===== src/hdaf_pkg.sv =====
// Purpose: shared constants and carriers for the hdlc receive filter
// Assumes: 32-bit apb, registers at byte address four times the index
// Notes: indices are kept as printed, the bus address is index*4
package hdaf_pkg;
  // register indices
  localparam logic [7:0] IDX_MODE = 8'h22;
  localparam logic [7:0] IDX_RBCL = 8'h25;
  localparam logic [7:0] IDX_RECEIVED_FIRST_ADDRESS_BYTE_REG = 8'h26;
  localparam logic [7:0] IDX_RECEIVE_FRAME_STATUS = 8'h27;
  localparam logic [7:0] IDX_RECEIVE_CONTROL_FIELD_REG = 8'h29;
  localparam logic [7:0] IDX_SAPI_COMPARE_1 = 8'h30;
  localparam logic [7:0] IDX_SAPI_COMPARE_2 = 8'h31;
  localparam logic [7:0] IDX_TERMINAL_ID_COMPARE_1 = 8'h32;
  localparam logic [7:0] IDX_TERMINAL_ID_COMPARE_2 = 8'h33;
  localparam logic [7:0] IDX_RDAT = 8'h34;
  localparam logic [7:0] IDX_CMD = 8'h35;
  // field positions
  localparam int MODE_LSB = 5;
  localparam int CRI_BIT = 1;
  localparam int MCS_BIT = 1;
  localparam int RMC_BIT = 0;
  // reset values
  localparam logic [7:0] RST_REG = 8'h00;
  // transfer mode codes
  localparam logic [1:0] MD_AUTO = 2'b00;
  localparam logic [2:0] MD_TR2 = 3'b110;
  localparam logic [2:0] MD_TR3 = 3'b111;
  // fixed address values
  localparam logic [7:0] GRP_SAPI = 8'hFC;
  localparam logic [7:0] SAPI_MASK = 8'hFD;
  localparam logic [7:0] GRP_TEI = 8'hFF;
  // crc and flag figures
  localparam logic [15:0] CRC_INIT = 16'hFFFF;
  localparam logic [15:0] CRC_POLY = 16'h8408;
  localparam logic [15:0] CRC_GOOD = 16'hF0B8;
  localparam logic [2:0] ONES_STUFF = 3'd5;
  localparam logic [2:0] ONES_FLAG = 3'd6;
  localparam logic [2:0] ONES_ABORT = 3'd7;
  localparam logic [2:0] BITS_ALIGNED = 3'd6;
  // receive events from the deframer
  typedef struct packed {
    logic byte_stb;
    logic [7:0] data;
    logic frame_end;
    logic crc_ok;
    logic abort;
  } hdaf_rx_ev_t;
endpackage


===== src/hdaf_rx_filter.sv =====
// Purpose: hdlc receive address filter with apb registers and buffer
// Assumes: line clock and data arrive on pins, asynchronous to pclk
// Notes: one wait state on every apb transfer
// Overview of operation
// - five receive modes from mode register
// - auto mode: 1/2-byte address, mod 8/128
// - high byte versus group and two sapi values
// - bit 1 is c/r, masked from compare
// - low byte versus group and two tei values
// - valid address only for seven pairings
// - only sapi1/terminal_id_compare_1 connection runs autonomously
// - unmatched frames are ignored entirely
// - 1-byte address: terminal_id_compare_1 command, terminal_id_compare_2 response
// - auto: control to register, info to buffer
// - non-auto: same addressing, any window size
// - mode 101: tei check on second byte
// - mode 110: store every byte through crc
// - mode 111: sapi check on first byte
// - flags, destuffing and crc checked on receive
// - 64-byte receive buffer toward the host
// - 2-byte address only when low bit set
// - group tei compared only for 2-byte address
// - mod-128 i-frame control stored compressed
// - extended control: s/u-frame second byte into buffer, i-frame second byte folded into control register
`timescale 1ns/100ps
module hdaf_rx_filter
  import hdaf_pkg::*;
#(
  parameter int BUF_DEPTH = 64,
  parameter int PADDR_W = 12
) (
  // apb slave
  input wire logic pclk,
  input wire logic presetn,
  input wire logic psel,
  input wire logic penable,
  input wire logic pwrite,
  input wire logic [PADDR_W-1:0] paddr,
  input wire logic [31:0] pwdata,
  input wire logic [3:0] pstrb,
  output logic [31:0] prdata,
  output logic pready,
  output logic pslverr,
  // serial receive pins
  input wire logic rx_bit_clk,
  input wire logic rx_data
);
  localparam int PW = $clog2(BUF_DEPTH);
  localparam logic [PW:0] P_ONE = (PW+1)'(1);
  localparam logic [PW:0] P_TWO = (PW+1)'(2);
  localparam logic [PW:0] P_DEPTH = (PW+1)'(BUF_DEPTH);

  typedef struct packed {
    logic ck1;
    logic ck2;
    logic ck3;
    logic dt1;
    logic dt2;
    logic pready;
    logic pslverr;
    logic [31:0] prdata;
    logic [7:0] mode;
    logic [7:0] sapi_compare_1;
    logic [7:0] sapi_compare_2;
    logic [7:0] terminal_id_compare_1;
    logic [7:0] terminal_id_compare_2;
    logic [7:0] receive_control_field_reg;
    logic [7:0] received_first_address_byte_reg;
    logic [7:0] receive_frame_status;
    logic [7:0] rbcl;
    logic done;
    logic aconn;
    logic [2:0] idx;
    logic acc;
    logic [7:0] p_hi;
    logic [7:0] p_receive_control_field_reg;
    logic [1:0] p_sa;
    logic p_cr;
    logic p_ta;
    logic p_ac;
    logic p_rdo;
    logic [PW:0] wr;
    logic [PW:0] sp;
    logic [PW:0] rd;
  } hdaf_state_t;

  hdaf_state_t s_ff;
  hdaf_state_t nxt_s;
  hdaf_rx_ev_t ev;
  logic [7:0] mem [BUF_DEPTH];
  logic buf_we;
  logic [7:0] buf_wd;

  ////////////////////////////////////////////////////////////////////////
  // deframer
  hdaf_hdlc_deframer u_dfr (
    .pclk(pclk),
    .presetn(presetn),
    .bit_stb(s_ff.ck2 & ~s_ff.ck3),
    .bit_in(s_ff.dt2),
    .ev(ev)
  );

  ////////////////////////////////////////////////////////////////////////
  // buffer storage
  always_ff @(posedge pclk) begin
    if (buf_we) begin
      mem[s_ff.sp[PW-1:0]] <= buf_wd;
    end
  end

  ////////////////////////////////////////////////////////////////////////
  // next state
  always_comb begin
    logic [2:0] m;
    logic two;
    logic au;
    logic extended_control_select;
    logic [7:0] b;
    logic [7:0] hb;
    logic h1;
    logic h2;
    logic hg;
    logic t1;
    logic t2;
    logic tg;
    logic pair;
    logic [1:0] sa;
    logic tobuf;
    logic [2:0] ctl;
    logic [PW:0] trim;
    logic [PW:0] newwr;
    logic [7:0] ai;
    logic hit;
    logic xfer;
    logic nempty;
    m = '0;
    two = 1'b0;
    au = 1'b0;
    extended_control_select = 1'b0;
    b = '0;
    hb = '0;
    h1 = 1'b0;
    h2 = 1'b0;
    hg = 1'b0;
    t1 = 1'b0;
    t2 = 1'b0;
    tg = 1'b0;
    pair = 1'b0;
    sa = '0;
    tobuf = 1'b0;
    ctl = '0;
    trim = '0;
    newwr = '0;
    ai = '0;
    hit = 1'b0;
    xfer = 1'b0;
    nempty = 1'b0;
    nxt_s = s_ff;
    buf_we = 1'b0;
    buf_wd = ev.data;

    // pin synchronisers
    nxt_s.ck1 = rx_bit_clk;
    nxt_s.ck2 = s_ff.ck1;
    nxt_s.ck3 = s_ff.ck2;
    nxt_s.dt1 = rx_data;
    nxt_s.dt2 = s_ff.dt1;

    // mode decode
    m = s_ff.mode[MODE_LSB+2:MODE_LSB];
    two = m[0];
    au = (m[2:1] == MD_AUTO);
    extended_control_select = s_ff.sapi_compare_2[MCS_BIT];
    b = ev.data;
    hb = (s_ff.idx == 3'd0) ? b : s_ff.p_hi;
    h1 = (hb & SAPI_MASK) == (s_ff.sapi_compare_1 & SAPI_MASK);
    h2 = (hb & SAPI_MASK) == (s_ff.sapi_compare_2 & SAPI_MASK);
    hg = (hb & SAPI_MASK) == GRP_SAPI;
    t1 = (b == s_ff.terminal_id_compare_1);
    t2 = (b == s_ff.terminal_id_compare_2);
    tg = (b == GRP_TEI);
    pair = (h1 & (t1 | tg)) | (h2 & (t2 | tg)) | (hg & (t1 | t2 | tg));
    sa = h1 ? 2'b00 : (h2 ? 2'b01 : 2'b10);
    ctl = two ? 3'd2 : 3'd1;

    ////////////////////////////////////////////////////////////////////
    // per received byte
    if (ev.byte_stb) begin
      if (s_ff.idx != 3'd7) begin
        nxt_s.idx = s_ff.idx + 3'd1;
      end
      if (!m[2]) begin
        // auto and non-auto share address handling
        if (two && s_ff.idx == 3'd0) begin
          nxt_s.p_hi = b;
        end else if (s_ff.idx == (two ? 3'd1 : 3'd0)) begin
          if (two) begin
            nxt_s.acc = pair;
            nxt_s.p_sa = sa;
            nxt_s.p_cr = s_ff.p_hi[1] ^ s_ff.sapi_compare_1[CRI_BIT];
            nxt_s.p_ta = t1 | t2;
            nxt_s.p_ac = au & h1 & t1;
          end else begin
            // group tei is not a match here
            nxt_s.acc = t1 | t2;
            nxt_s.p_cr = t2;
            nxt_s.p_ta = 1'b1;
            nxt_s.p_ac = au & t1;
          end
        end else if (s_ff.idx == ctl) begin
          nxt_s.p_receive_control_field_reg = b;
        end else if (s_ff.idx == ctl + 3'd1 && au && extended_control_select && !s_ff.p_receive_control_field_reg[0]) begin
          // i-frame: n(r) low bits, p, n(s) low bits
          nxt_s.p_receive_control_field_reg = {b[3:1], b[0], s_ff.p_receive_control_field_reg[3:1], 1'b0};
        end else begin
          tobuf = 1'b1;
        end
      end else if (m == MD_TR2) begin
        nxt_s.acc = 1'b1;
        tobuf = 1'b1;
      end else if (m == MD_TR3) begin
        if (s_ff.idx == 3'd0) begin
          nxt_s.acc = h1 | h2 | hg;
          nxt_s.p_sa = sa;
          nxt_s.p_cr = b[1] ^ s_ff.sapi_compare_1[CRI_BIT];
        end else begin
          tobuf = 1'b1;
        end
      end else begin
        if (s_ff.idx == 3'd0) begin
          nxt_s.p_hi = b;
        end else if (s_ff.idx == 3'd1) begin
          nxt_s.acc = t1 | t2 | tg;
          nxt_s.p_ta = t1 | t2;
        end else if (s_ff.idx == 3'd2) begin
          nxt_s.p_receive_control_field_reg = b;
        end else begin
          tobuf = 1'b1;
        end
      end
      // only frames accepted by this byte or an earlier one reach the buffer
      if (tobuf && nxt_s.acc) begin
        if ((s_ff.sp - s_ff.rd) == P_DEPTH) begin
          nxt_s.p_rdo = 1'b1;
        end else begin
          buf_we = 1'b1;
          nxt_s.sp = s_ff.sp + P_ONE;
        end
      end
    end

    ////////////////////////////////////////////////////////////////////
    // frame end: commit or discard
    if (ev.frame_end) begin
      trim = (m == MD_TR2) ? '0 : P_TWO;
      newwr = ((s_ff.sp - s_ff.wr) >= trim) ? (s_ff.sp - trim) : s_ff.wr;
      if (s_ff.acc && !ev.abort) begin
        nxt_s.wr = newwr;
        nxt_s.sp = newwr;
        nxt_s.rbcl = 8'(newwr - s_ff.wr);
        nxt_s.receive_control_field_reg = s_ff.p_receive_control_field_reg;
        nxt_s.received_first_address_byte_reg = s_ff.p_hi;
        nxt_s.aconn = s_ff.p_ac;
        nxt_s.done = 1'b1;
      end else begin
        nxt_s.sp = s_ff.wr;
      end
      if (s_ff.acc) begin
        nxt_s.receive_frame_status = {1'b0, s_ff.p_rdo, ev.crc_ok, ev.abort,
                      s_ff.p_sa, s_ff.p_cr, s_ff.p_ta};
      end
      nxt_s.idx = '0;
      nxt_s.acc = 1'b0;
      nxt_s.p_rdo = 1'b0;
      nxt_s.p_ac = 1'b0;
    end

    ////////////////////////////////////////////////////////////////////
    // apb slave
    ai = paddr[9:2];
    hit = (paddr[PADDR_W-1:10] == '0) &&
          (ai == IDX_MODE || ai == IDX_RBCL || ai == IDX_RECEIVED_FIRST_ADDRESS_BYTE_REG ||
           ai == IDX_RECEIVE_FRAME_STATUS || ai == IDX_RECEIVE_CONTROL_FIELD_REG || ai == IDX_SAPI_COMPARE_1 ||
           ai == IDX_SAPI_COMPARE_2 || ai == IDX_TERMINAL_ID_COMPARE_1 || ai == IDX_TERMINAL_ID_COMPARE_2 ||
           ai == IDX_RDAT || ai == IDX_CMD);
    nempty = (s_ff.wr != s_ff.rd);
    nxt_s.pready = psel & ~penable;
    nxt_s.pslverr = psel & ~penable & ~hit;
    if (psel && !penable) begin
      nxt_s.prdata = '0;
      if (!pwrite && hit) begin
        case (ai)
          IDX_MODE: nxt_s.prdata[7:0] = s_ff.mode;
          IDX_RBCL: nxt_s.prdata[7:0] = s_ff.rbcl;
          IDX_RECEIVED_FIRST_ADDRESS_BYTE_REG: nxt_s.prdata[7:0] = s_ff.received_first_address_byte_reg;
          IDX_RECEIVE_FRAME_STATUS: nxt_s.prdata[7:0] = {nempty, s_ff.receive_frame_status[6:0]};
          IDX_RECEIVE_CONTROL_FIELD_REG: nxt_s.prdata[7:0] = s_ff.receive_control_field_reg;
          IDX_SAPI_COMPARE_1: nxt_s.prdata[7:0] = s_ff.sapi_compare_1;
          IDX_SAPI_COMPARE_2: nxt_s.prdata[7:0] = s_ff.sapi_compare_2;
          IDX_TERMINAL_ID_COMPARE_1: nxt_s.prdata[7:0] = s_ff.terminal_id_compare_1;
          IDX_TERMINAL_ID_COMPARE_2: nxt_s.prdata[7:0] = s_ff.terminal_id_compare_2;
          IDX_RDAT: nxt_s.prdata[7:0] = nempty ? mem[s_ff.rd[PW-1:0]] : 8'h00;
          IDX_CMD: nxt_s.prdata[1:0] = {s_ff.aconn, s_ff.done};
          default: nxt_s.prdata = '0;
        endcase
      end
    end
    xfer = psel & penable & s_ff.pready & hit;
    if (xfer && !pwrite && ai == IDX_RDAT && nempty) begin
      nxt_s.rd = s_ff.rd + P_ONE;
    end
    if (xfer && pwrite && pstrb[0]) begin
      case (ai)
        IDX_MODE: nxt_s.mode = pwdata[7:0];
        IDX_SAPI_COMPARE_1: nxt_s.sapi_compare_1 = pwdata[7:0];
        IDX_SAPI_COMPARE_2: nxt_s.sapi_compare_2 = pwdata[7:0];
        IDX_TERMINAL_ID_COMPARE_1: nxt_s.terminal_id_compare_1 = pwdata[7:0];
        IDX_TERMINAL_ID_COMPARE_2: nxt_s.terminal_id_compare_2 = pwdata[7:0];
        IDX_CMD: begin
          // a frame committed in this cycle keeps done set
          if (pwdata[RMC_BIT] && !(ev.frame_end && s_ff.acc && !ev.abort)) begin
            nxt_s.done = 1'b0;
          end
        end
        default: begin
        end
      endcase
    end
  end

  always_ff @(posedge pclk or negedge presetn) begin
    if (!presetn) begin
      s_ff <= '0;
      s_ff.mode <= RST_REG;
    end else begin
      s_ff <= nxt_s;
    end
  end

  assign prdata = s_ff.prdata;
  assign pready = s_ff.pready;
  assign pslverr = s_ff.pslverr;
endmodule


===== src/hdaf_hdlc_deframer.sv =====
// Purpose: flag hunt, zero destuffing, byte assembly and crc check
// Assumes: one bit_stb per received line bit, lsb first
// Notes: crc covers every emitted byte including the fcs
`timescale 1ns/100ps
module hdaf_hdlc_deframer
  import hdaf_pkg::*;
(
  // clock and reset
  input wire logic pclk,
  input wire logic presetn,
  // serial bits
  input wire logic bit_stb,
  input wire logic bit_in,
  // events
  output hdaf_rx_ev_t ev
);
  typedef struct packed {
    logic [2:0] ones;
    logic in_fr;
    logic got;
    logic [7:0] sh;
    logic [2:0] bcnt;
    logic [15:0] crc;
    hdaf_rx_ev_t ev;
  } hdaf_dfr_t;

  hdaf_dfr_t s_ff;
  hdaf_dfr_t nxt_s;

  function automatic logic [15:0] crc_byte(input logic [15:0] c, input logic [7:0] d);
    logic [15:0] r;
    r = c;
    for (int i = 0; i < 8; i++) begin
      r = (r[0] ^ d[i]) ? ((r >> 1) ^ CRC_POLY) : (r >> 1);
    end
    return r;
  endfunction

  always_comb begin
    logic push;
    push = 1'b0;
    nxt_s = s_ff;
    nxt_s.ev = '0;
    if (bit_stb) begin
      if (bit_in) begin
        if (s_ff.ones != ONES_ABORT) begin
          nxt_s.ones = s_ff.ones + 3'd1;
        end
        if (s_ff.ones == ONES_FLAG) begin
          // seventh one in a row ends the frame as aborted
          nxt_s.ev.frame_end = s_ff.in_fr & s_ff.got;
          nxt_s.ev.abort = s_ff.in_fr & s_ff.got;
          nxt_s.in_fr = 1'b0;
          nxt_s.got = 1'b0;
        end else if (s_ff.ones < ONES_STUFF) begin
          push = 1'b1;
        end
      end else begin
        nxt_s.ones = 3'd0;
        if (s_ff.ones == ONES_FLAG) begin
          // flag closes a frame and opens the next
          nxt_s.ev.frame_end = s_ff.in_fr & s_ff.got;
          nxt_s.ev.crc_ok = (s_ff.crc == CRC_GOOD) && (s_ff.bcnt == BITS_ALIGNED);
          nxt_s.in_fr = 1'b1;
          nxt_s.got = 1'b0;
          nxt_s.bcnt = 3'd0;
          nxt_s.crc = CRC_INIT;
        end else if (s_ff.ones != ONES_STUFF) begin
          push = 1'b1; // stuffed zero after five ones is dropped
        end
      end
    end
    if (push) begin
      nxt_s.sh = {bit_in, s_ff.sh[7:1]};
      nxt_s.bcnt = s_ff.bcnt + 3'd1;
      if (s_ff.in_fr && s_ff.bcnt == 3'd7) begin
        nxt_s.ev.byte_stb = 1'b1;
        nxt_s.ev.data = {bit_in, s_ff.sh[7:1]};
        nxt_s.crc = crc_byte(s_ff.crc, {bit_in, s_ff.sh[7:1]});
        nxt_s.got = 1'b1;
      end
    end
  end

  always_ff @(posedge pclk or negedge presetn) begin
    if (!presetn) begin
      s_ff <= '0;
    end else begin
      s_ff <= nxt_s;
    end
  end

  assign ev = s_ff.ev;
endmodule


===== config.mk =====
export PLATFORM = sky130hd
export DESIGN_NAME = hdaf_rx_filter
export DESIGN_NICKNAME = d
export VERILOG_FILES = /design/src/hdaf_pkg.sv /design/src/hdaf_rx_filter.sv /design/src/hdaf_hdlc_deframer.sv
export SDC_FILE = /design/constraint.sdc
export NUM_CORES = 1
export LEC_CHECK = 0
export ABC_AREA = 0
export CORE_MARGIN = 8
export CORE_UTILIZATION = 40
export CTS_CLUSTER_SIZE = 10
export DETAILED_ROUTE_END_ITERATION = 12
export DONT_BUFFER_PORTS = 1
export PLACE_DENSITY_LB_ADDON = 0.1
export RECOVER_POWER = 50
export SKIP_LAST_GASP = 1
export SLEW_MARGIN = 20
export SYNTH_ARGS = -nofsm -noshare
export SYNTH_HDL_FRONTEND = slang
export SYNTH_SLANG_ARGS = --single-unit

===== constraint.sdc =====
create_clock -name pclk -period 4.9 [get_ports pclk]
set_input_delay 0.98 -clock pclk [delete_from_list [all_inputs] [get_ports pclk]]
set_output_delay 0.98 -clock pclk [all_outputs]
set_load 0.02 [all_outputs]

After elaboration in Yosys (flattened, before gate mapping)

Memories as Yosys holds them, arrays and structs flattened.
Cells that the tools add are included.

Mux-type cells: 102
Div/mod/pow operators: 0
Shift operators: 0
Reductions and logical operators: 65
Multiply operators: 0
$add $sub $neg: 10
Eq/ne operators: 53
Bitwise logic cells: 42
Magnitude comparators: 2

Operator list:

| kind                 | count |
|---|---|
| $mux 16              | 10 |
| $eq 8x6->1 const B   | 11 |
| $mux 8               | 10 |
| $pmux 6 s10          | 1 |
| $mux 19              | 3 |
| $ne 3x3->1 const B   | 17 |
| $mux 1               | 47 |
| $mux 21              | 2 |
| $mux 37              | 1 |
| $mux 7               | 5 |
| $mux 26              | 1 |
| $mux 25              | 1 |
| $not 2->3            | 8 |
| $pmux 2 s11          | 1 |
| $mux 20              | 1 |
| $reduce_and 2->1     | 10 |
| $logic_and 1x1->1    | 19 |
| $mux 2               | 9 |
| $mux 3               | 6 |
| $reduce_and 9->1     | 2 |
| $eq 16x16->1 const B | 1 |
| $eq 8x8->1           | 2 |
| $eq 3x3->1 const B   | 5 |
| $add 7x1->7 const B  | 2 |
| other kinds (35)     | 99 |

Input port bits: 55
Output and inout bits: 34
Bits in latches: 0
Bits in registers: 203
Memory bits (writable): 512
Logic and storage cells: 319
Memories kept: 1
Bits in read-only memories: 0

Memories:

| memory | words | bits a word | rd ports | clocked after memory_dff | write ports | line                 | text |
|---|---|---|---|---|---|---|---|
| mem    | 64    | 8           | 1        | 0                        | 1           | hdaf_rx_filter.sv:90 | `logic [7:0] mem [BUF_DEPTH];` |

Logic depth before layout (Yosys ltp)

Depth after elaboration: 19
Mapped depth: 18

Cells and area by module

Synthesis repeated with hierarchy kept, for this count alone.

Cells, all modules: 1,973
Area, all modules: 30,633.1 um^2

Modules (own cells, without submodules):

| module             | area an instance (um^2) | cells an instance | instances |
|---|---|---|---|
| hdaf_rx_filter     | 28,391.0                | 1,784             | 1 |
| hdaf_hdlc_deframer | 2,242.2                 | 189               | 1 |

Worst setup path before layout

No wires, ideal clock.

Kind: register to register
Start: register s_ff[7] (netlist bit)
End: register s_ff[55] (netlist bit)
Buffers on the path: 0
Arrival: 3,933 ps
Period minus slack after synthesis: 4,068 ps
Cell stages (with the launch flop): 18
Required time: 4,764 ps
Path slack: 832 ps
Path through: dfrtp_1 > inv_1 > ha_1 > fa_1 > ha_1 > a22oi_1 > nand4_1 > nor4_1 > mux2i_1 > ha_1 > inv_1 > fa_1 > a21o_1 > a21o_1 > a21o_1 > a21oi_1 > xor2_1 > o21ai_0

Cells in the longest elaborated chain, start to end: 4
Elaborated cells on any way between the ends: 5
Those cells by class: add/sub: 3; order compare: 1; mux: 1

RTL lines:

| what                     | line                  | text |
|---|---|---|
| start: declaration       | hdaf_rx_filter.sv:87  | `hdaf_state_t s_ff;` |
| start signal: assignment | hdaf_rx_filter.sv:337 | `s_ff <= nxt_s;` |
| $sub 7x7->7              | hdaf_rx_filter.sv:257 | `newwr = ((s_ff.sp - s_ff.wr) >= trim) ? (s_ff.sp - trim) : s_ff.wr;` |
| $ge 7x2->1               | hdaf_rx_filter.sv:257 |  |
| $mux 7 (*)               | hdaf_rx_filter.sv:257 |  |
| $sub 7x7->8 (*)          | hdaf_rx_filter.sv:261 | `nxt_s.rbcl = 8'(newwr - s_ff.wr);` |

Mark *: on every way between the ends. The rest lies on a longest branch, timed or not.
A chain may end at the register's enable or synchronous reset.

Worst setup path in the final report

Start: register u_dfr.s_ff (netlist bit u_dfr.ev[6])
End: memory mem[42][3] (enable)

Cells in the longest elaborated chain, start to end: 15
Elaborated cells on any way between the ends: 33
Those cells by class: eq/ne: 6; mux: 15; bitwise: 11; reduce/logical: 1

RTL lines:

| what                                      | line                                         | text |
|---|---|---|
| start: declaration                        | hdaf_hdlc_deframer.sv:27                     | `hdaf_dfr_t s_ff;` |
| start signal: assignment                  | hdaf_hdlc_deframer.sv:89                     | `s_ff <= nxt_s;` |
| $eq 8x8->1 (tied with other cells)        | hdaf_rx_filter.sv:180                        | `t1 = (b == s_ff.terminal_id_compare_1);` |
| $or 1x1->1 (tied with other cells)        | hdaf_rx_filter.sv:183                        | `pair = (h1 & (t1 \| tg)) \| (h2 & (t2 \| tg)) \| (hg & (t1 \| t2 \| tg));` |
| $and 1x1->1 or $or 1x1->1 (tied branches) | hdaf_rx_filter.sv:183, hdaf_rx_filter.sv:234 |  |
| $or 1x1->1 or $and 1x1->1 (tied branches) | hdaf_rx_filter.sv:183                        |  |
| $or 1x1->1                                | hdaf_rx_filter.sv:183                        |  |
| $mux 1                                    | hdaf_rx_filter.sv:198                        | `if (two) begin` |
| $mux 1                                    | hdaf_rx_filter.sv:197                        | `end else if (s_ff.idx == (two ? 3'd1 : 3'd0)) begin` |
| $mux 1                                    | hdaf_rx_filter.sv:195                        | `if (two && s_ff.idx == 3'd0) begin` |
| $mux 21 (*)                               | hdaf_rx_filter.sv:193                        | `if (!m[2]) begin` |
| $mux 21 (*)                               | hdaf_rx_filter.sv:189                        | `if (ev.byte_stb) begin` |
| $logic_and 1x1->1 (*)                     | hdaf_rx_filter.sv:243                        | `if (tobuf && nxt_s.acc) begin` |
| $mux 1 (*)                                | hdaf_rx_filter.sv:243                        |  |
| $mux 1 (*)                                | hdaf_rx_filter.sv:189                        |  |
| $mux 1 (*)                                | hdaf_rx_filter.sv:107                        | `if (buf_we) begin` |
| $mux 1 (implied by the code) (*)          | hdaf_rx_filter.sv:108                        | `mem[s_ff.sp[PW-1:0]] <= buf_wd;` |
| end: declaration                          | hdaf_rx_filter.sv:90                         |  |

Mark *: on every way between the ends. The rest lies on a longest branch, timed or not. The select of a mux whose other input is x is not followed.

==> out/metrics.yaml <==
critical_path:
  worst-path-stages: 10
  slowest_delay_ns: 1.00
  crit_path_frequent_cell: "nor3_1"
  arrival_ns: 4.86
  cp_cell_sequence: "clkbuf_1 -> nand2_1 -> nor3_1 -> nor3_1 -> a211o_1 -> o2111ai_2 -> nand4b_4 -> or3_1 -> nor2_1 -> buf_4"
  path_delay_family: "simple AND/OR/NAND/NOR gates"
  worst-setup-path-type: "reg -> reg"
  crit_slowest_cell: "clkbuf_1"
  cp-end-kind: "register"
  critical_path_required_ns: 5.24
  regToRegEndpoint: "mem[42][3]"
  cp_max_fo: 22
  startpoint_type: "register"
  rrSetupSlack_ns: 0.38
  reg2regPathDepth: 10
  cp_num_buf_inv: 2
  r2r_start: "u_dfr.ev[6]"
yosys:
  synth_edf_count: 512
  synth-compound-area-share_pct: 4.237
  synth_warnings: 0
  synth_fa_ha_area_share_pct: 1.637
  synthMuxAreaShare_pct: 16.74
  synthXorXnorAreaFrac_pct: 2.601
  ys_types: 72
  synthFlopType: "edfxtp_1"
  synth_top_family_by_area: "multiplexers"
  synth.top_cell.area_share_pct: 51.30
  syn_area_um2: 29970
  synthSimpleGateAreaFrac_pct: 5.962
  yosysSeqAreaShare_pct: 66.16
  avgSynthCellArea_um2: 16.49
  yosysTopAreaCell: "edfxtp_1"
  async_flop_share_pct: 25.80
  ys_ff_latch: 690
  synthTopCellsByArea: "edfxtp_1 51%, dfrtp_1 15%, mux4_2 13%"
  synthCells: 1818
routing:
  via_count: 16351
  wire_per_inst_um: 26.77
  drt-initial-drc-count: 1296
  vias_per_cell: 5.642
  first_pass_iters: 5
  postRouteAntennaNets: 0
  drt-total-wl_um: 77570
  drc: 0
sta:
  fin_skew_ns: 0.04824
  report.final.slew_viol_count: 445
  fin_tns_setup_ns: 0
  finalSetupViolCount: 0
  max_freq_mhz: 221.4
  worst_slew_pin_slew_ns: 3.437
  fin_crit_sh_pct: 92.19
  finalCriticalPeriod_ns: 4.517
  rsz0062_at_grt: "false"
  relSlewSlack_pct: -129.1
  hold_viol_final: 0
die:
  rows: 100
  core_um2: 74320
  die_w_um: 289.7
  ioPinCount: 89
  start_util_pct: 40.32
  die-area_um2: 83940
  die_h_um: 289.7
pwr:
  p_leak_nw: 12.52
  p_per_area_nw_per_um2: 359.0
  max-vdd-ir-drop_mv: 0.2504
place:
  globalplace.congestion: 0.8712
  portBuffers: 0
  dpl_cell_area_um2: 31470
  place_hpwl_um: 49530
layout:
  drive_gt1_share_pct: 24.88
  fin_nets: 1989
  final_area_um2: 33770
  area_growth_pct: 12.67
  layout_common_cells: "512 x edfxtp_1, 174 x dfrtp_1, 171 x mux4_2, 100 x nor2_1"
  final_common_cell: "edfxtp_1"
  antenna_cells: 0
grt:
  grt_antenna_before_repair: 1
  gr-total-overflow: 0
  grt_pass1_wl_um: 114300
  grt_max_degree: 179
  grt_usage_pct: 18.62
  grt_pass1_vias: 16626
outcome:
  run_status: "finished, violations left"
  violations: "max-capacitance violations, max-slew violations"
clock_tree:
  cts.sink_count: 690
  numCtsBuffers: 81
  path_clk_slew_ns: 0.05
  clockRootBuffer: "clkbuf_16"
  cts_tree: "built"
  cts_buffer_depth: 3
  clock_latency_ns: 0.63
  htreeDepth: 3
min_path:
  hold_path_class: "in -> async"
run:
  maxCapViolations: 7
-- stage by stage --
stage	std cells	setup slack (ns)	util (%)	hold WS [ns]	power (mW)
2_1_floorplan	1841	0.8317	-	0.3312	6.722
3_3_place_gp	2782	0.5322	42.34	0.3400	6.771
3_5_place_dp	2782	0.4171	42.34	0.3463	6.775
4_1_cts	2898	0.3551	45.48	0.003406	12.29
5_1_grt	2898	0.05173	45.44	0.007388	12.54
6_report	2898	0.3828	45.44	0.05177	12.12
-- state kept, by name, summed over array words and instances (netlist names) --
register / flops
prdata: 8
pslverr: 1
u_dfr.ev: 12
u_dfr.s_ff: 31
pready: 1
mem: 512
nxt_s: 3
s_ff: 122
-- layer usage --
layer / part of all wire (%) / vias to the layer above / routed length [µm] / track usage [%]
met4: 2.6 / 0 / 2035 / 5.380
met1: 46 / 8632 / 35440 / 26.71
met3: 5.9 / 122 / 4611 / 4.291
li1: - / 7153 / - / -
met2: 46 / 444 / 35480 / 28.33
met5: 0 / - / 0 / 0
-- Yosys cell counts, drive strengths merged, types with 8 or more instances --
cell type and instances:
a21o 11, nand3 15, nor2 104, buf 67, a21oi 52, edfxtp 512
a22oi 17, and2 11, o21ai 53, dfrtp 178, mux2 91, inv 38
or3 9, mux2i 14, xor2 33, nor2b 11, xnor2 56, nor4 11
nand2 81, mux4 171, nor3 51, o22ai 8, ha 36, nand4 11
nand2b 12, clkbuf 64
-- cells by family (layout without fill, tap and decap cells) --
logic type,after synthesis,count (layout)
simple gates,356,356
xor+xnor,89,89
mux,276,276
flops,690,690
fa+ha+maj,38,38
compound gates,199,199
other cells,1,24
buf+inv,169,257
-- worst max-delay path by stage --
stage	to	startpoint	slack (ns)
3_3_place_gp	mem[42][5]	s_ff[45]	0.53
4_1_cts	s_ff[55]	s_ff[7]	0.36
5_1_grt	s_ff[55]	s_ff[7]	0.05
6_report	mem[42][3]	u_dfr.ev[6]	0.38
3_5_place_dp	s_ff[55]	s_ff[7]	0.42
2_1_floorplan	s_ff[55]	s_ff[7]	0.83
-- power by group --
group | internal [mW] | switching [mW]
logic | 0.146 | 0.174
registers | 6.28 | 0.0649
clock network | 3.15 | 2.31
total | 9.57 | 2.55
-- worst register-to-register path: cells and delay by family (launching register included) --
family,cells,cell delay (ns)
and+or+nand+nor,6,2.03
AOI/OAI and AO/OA,2,0.46
DFF,1,0.51
buffers and inverters,2,1.23
-- area by class of cell --
class	instances	area, µm²
Timing Repair Buffer	103	793.3
Sequential cell	690	19840
Fill cell	6503	40550
Clock buffer	107	2176
Clock inverter	9	161.4
Tap cell	969	1212
Inverter	38	142.6
Multi-Input combinational cell	982	9444
-- timing repair --
action,CTS,global route
setup buffers,0,0
resized for setup,0,1
setup endpoints to repair,0,1
hold buffers,0,0
(Power assumes the default switching activity.)
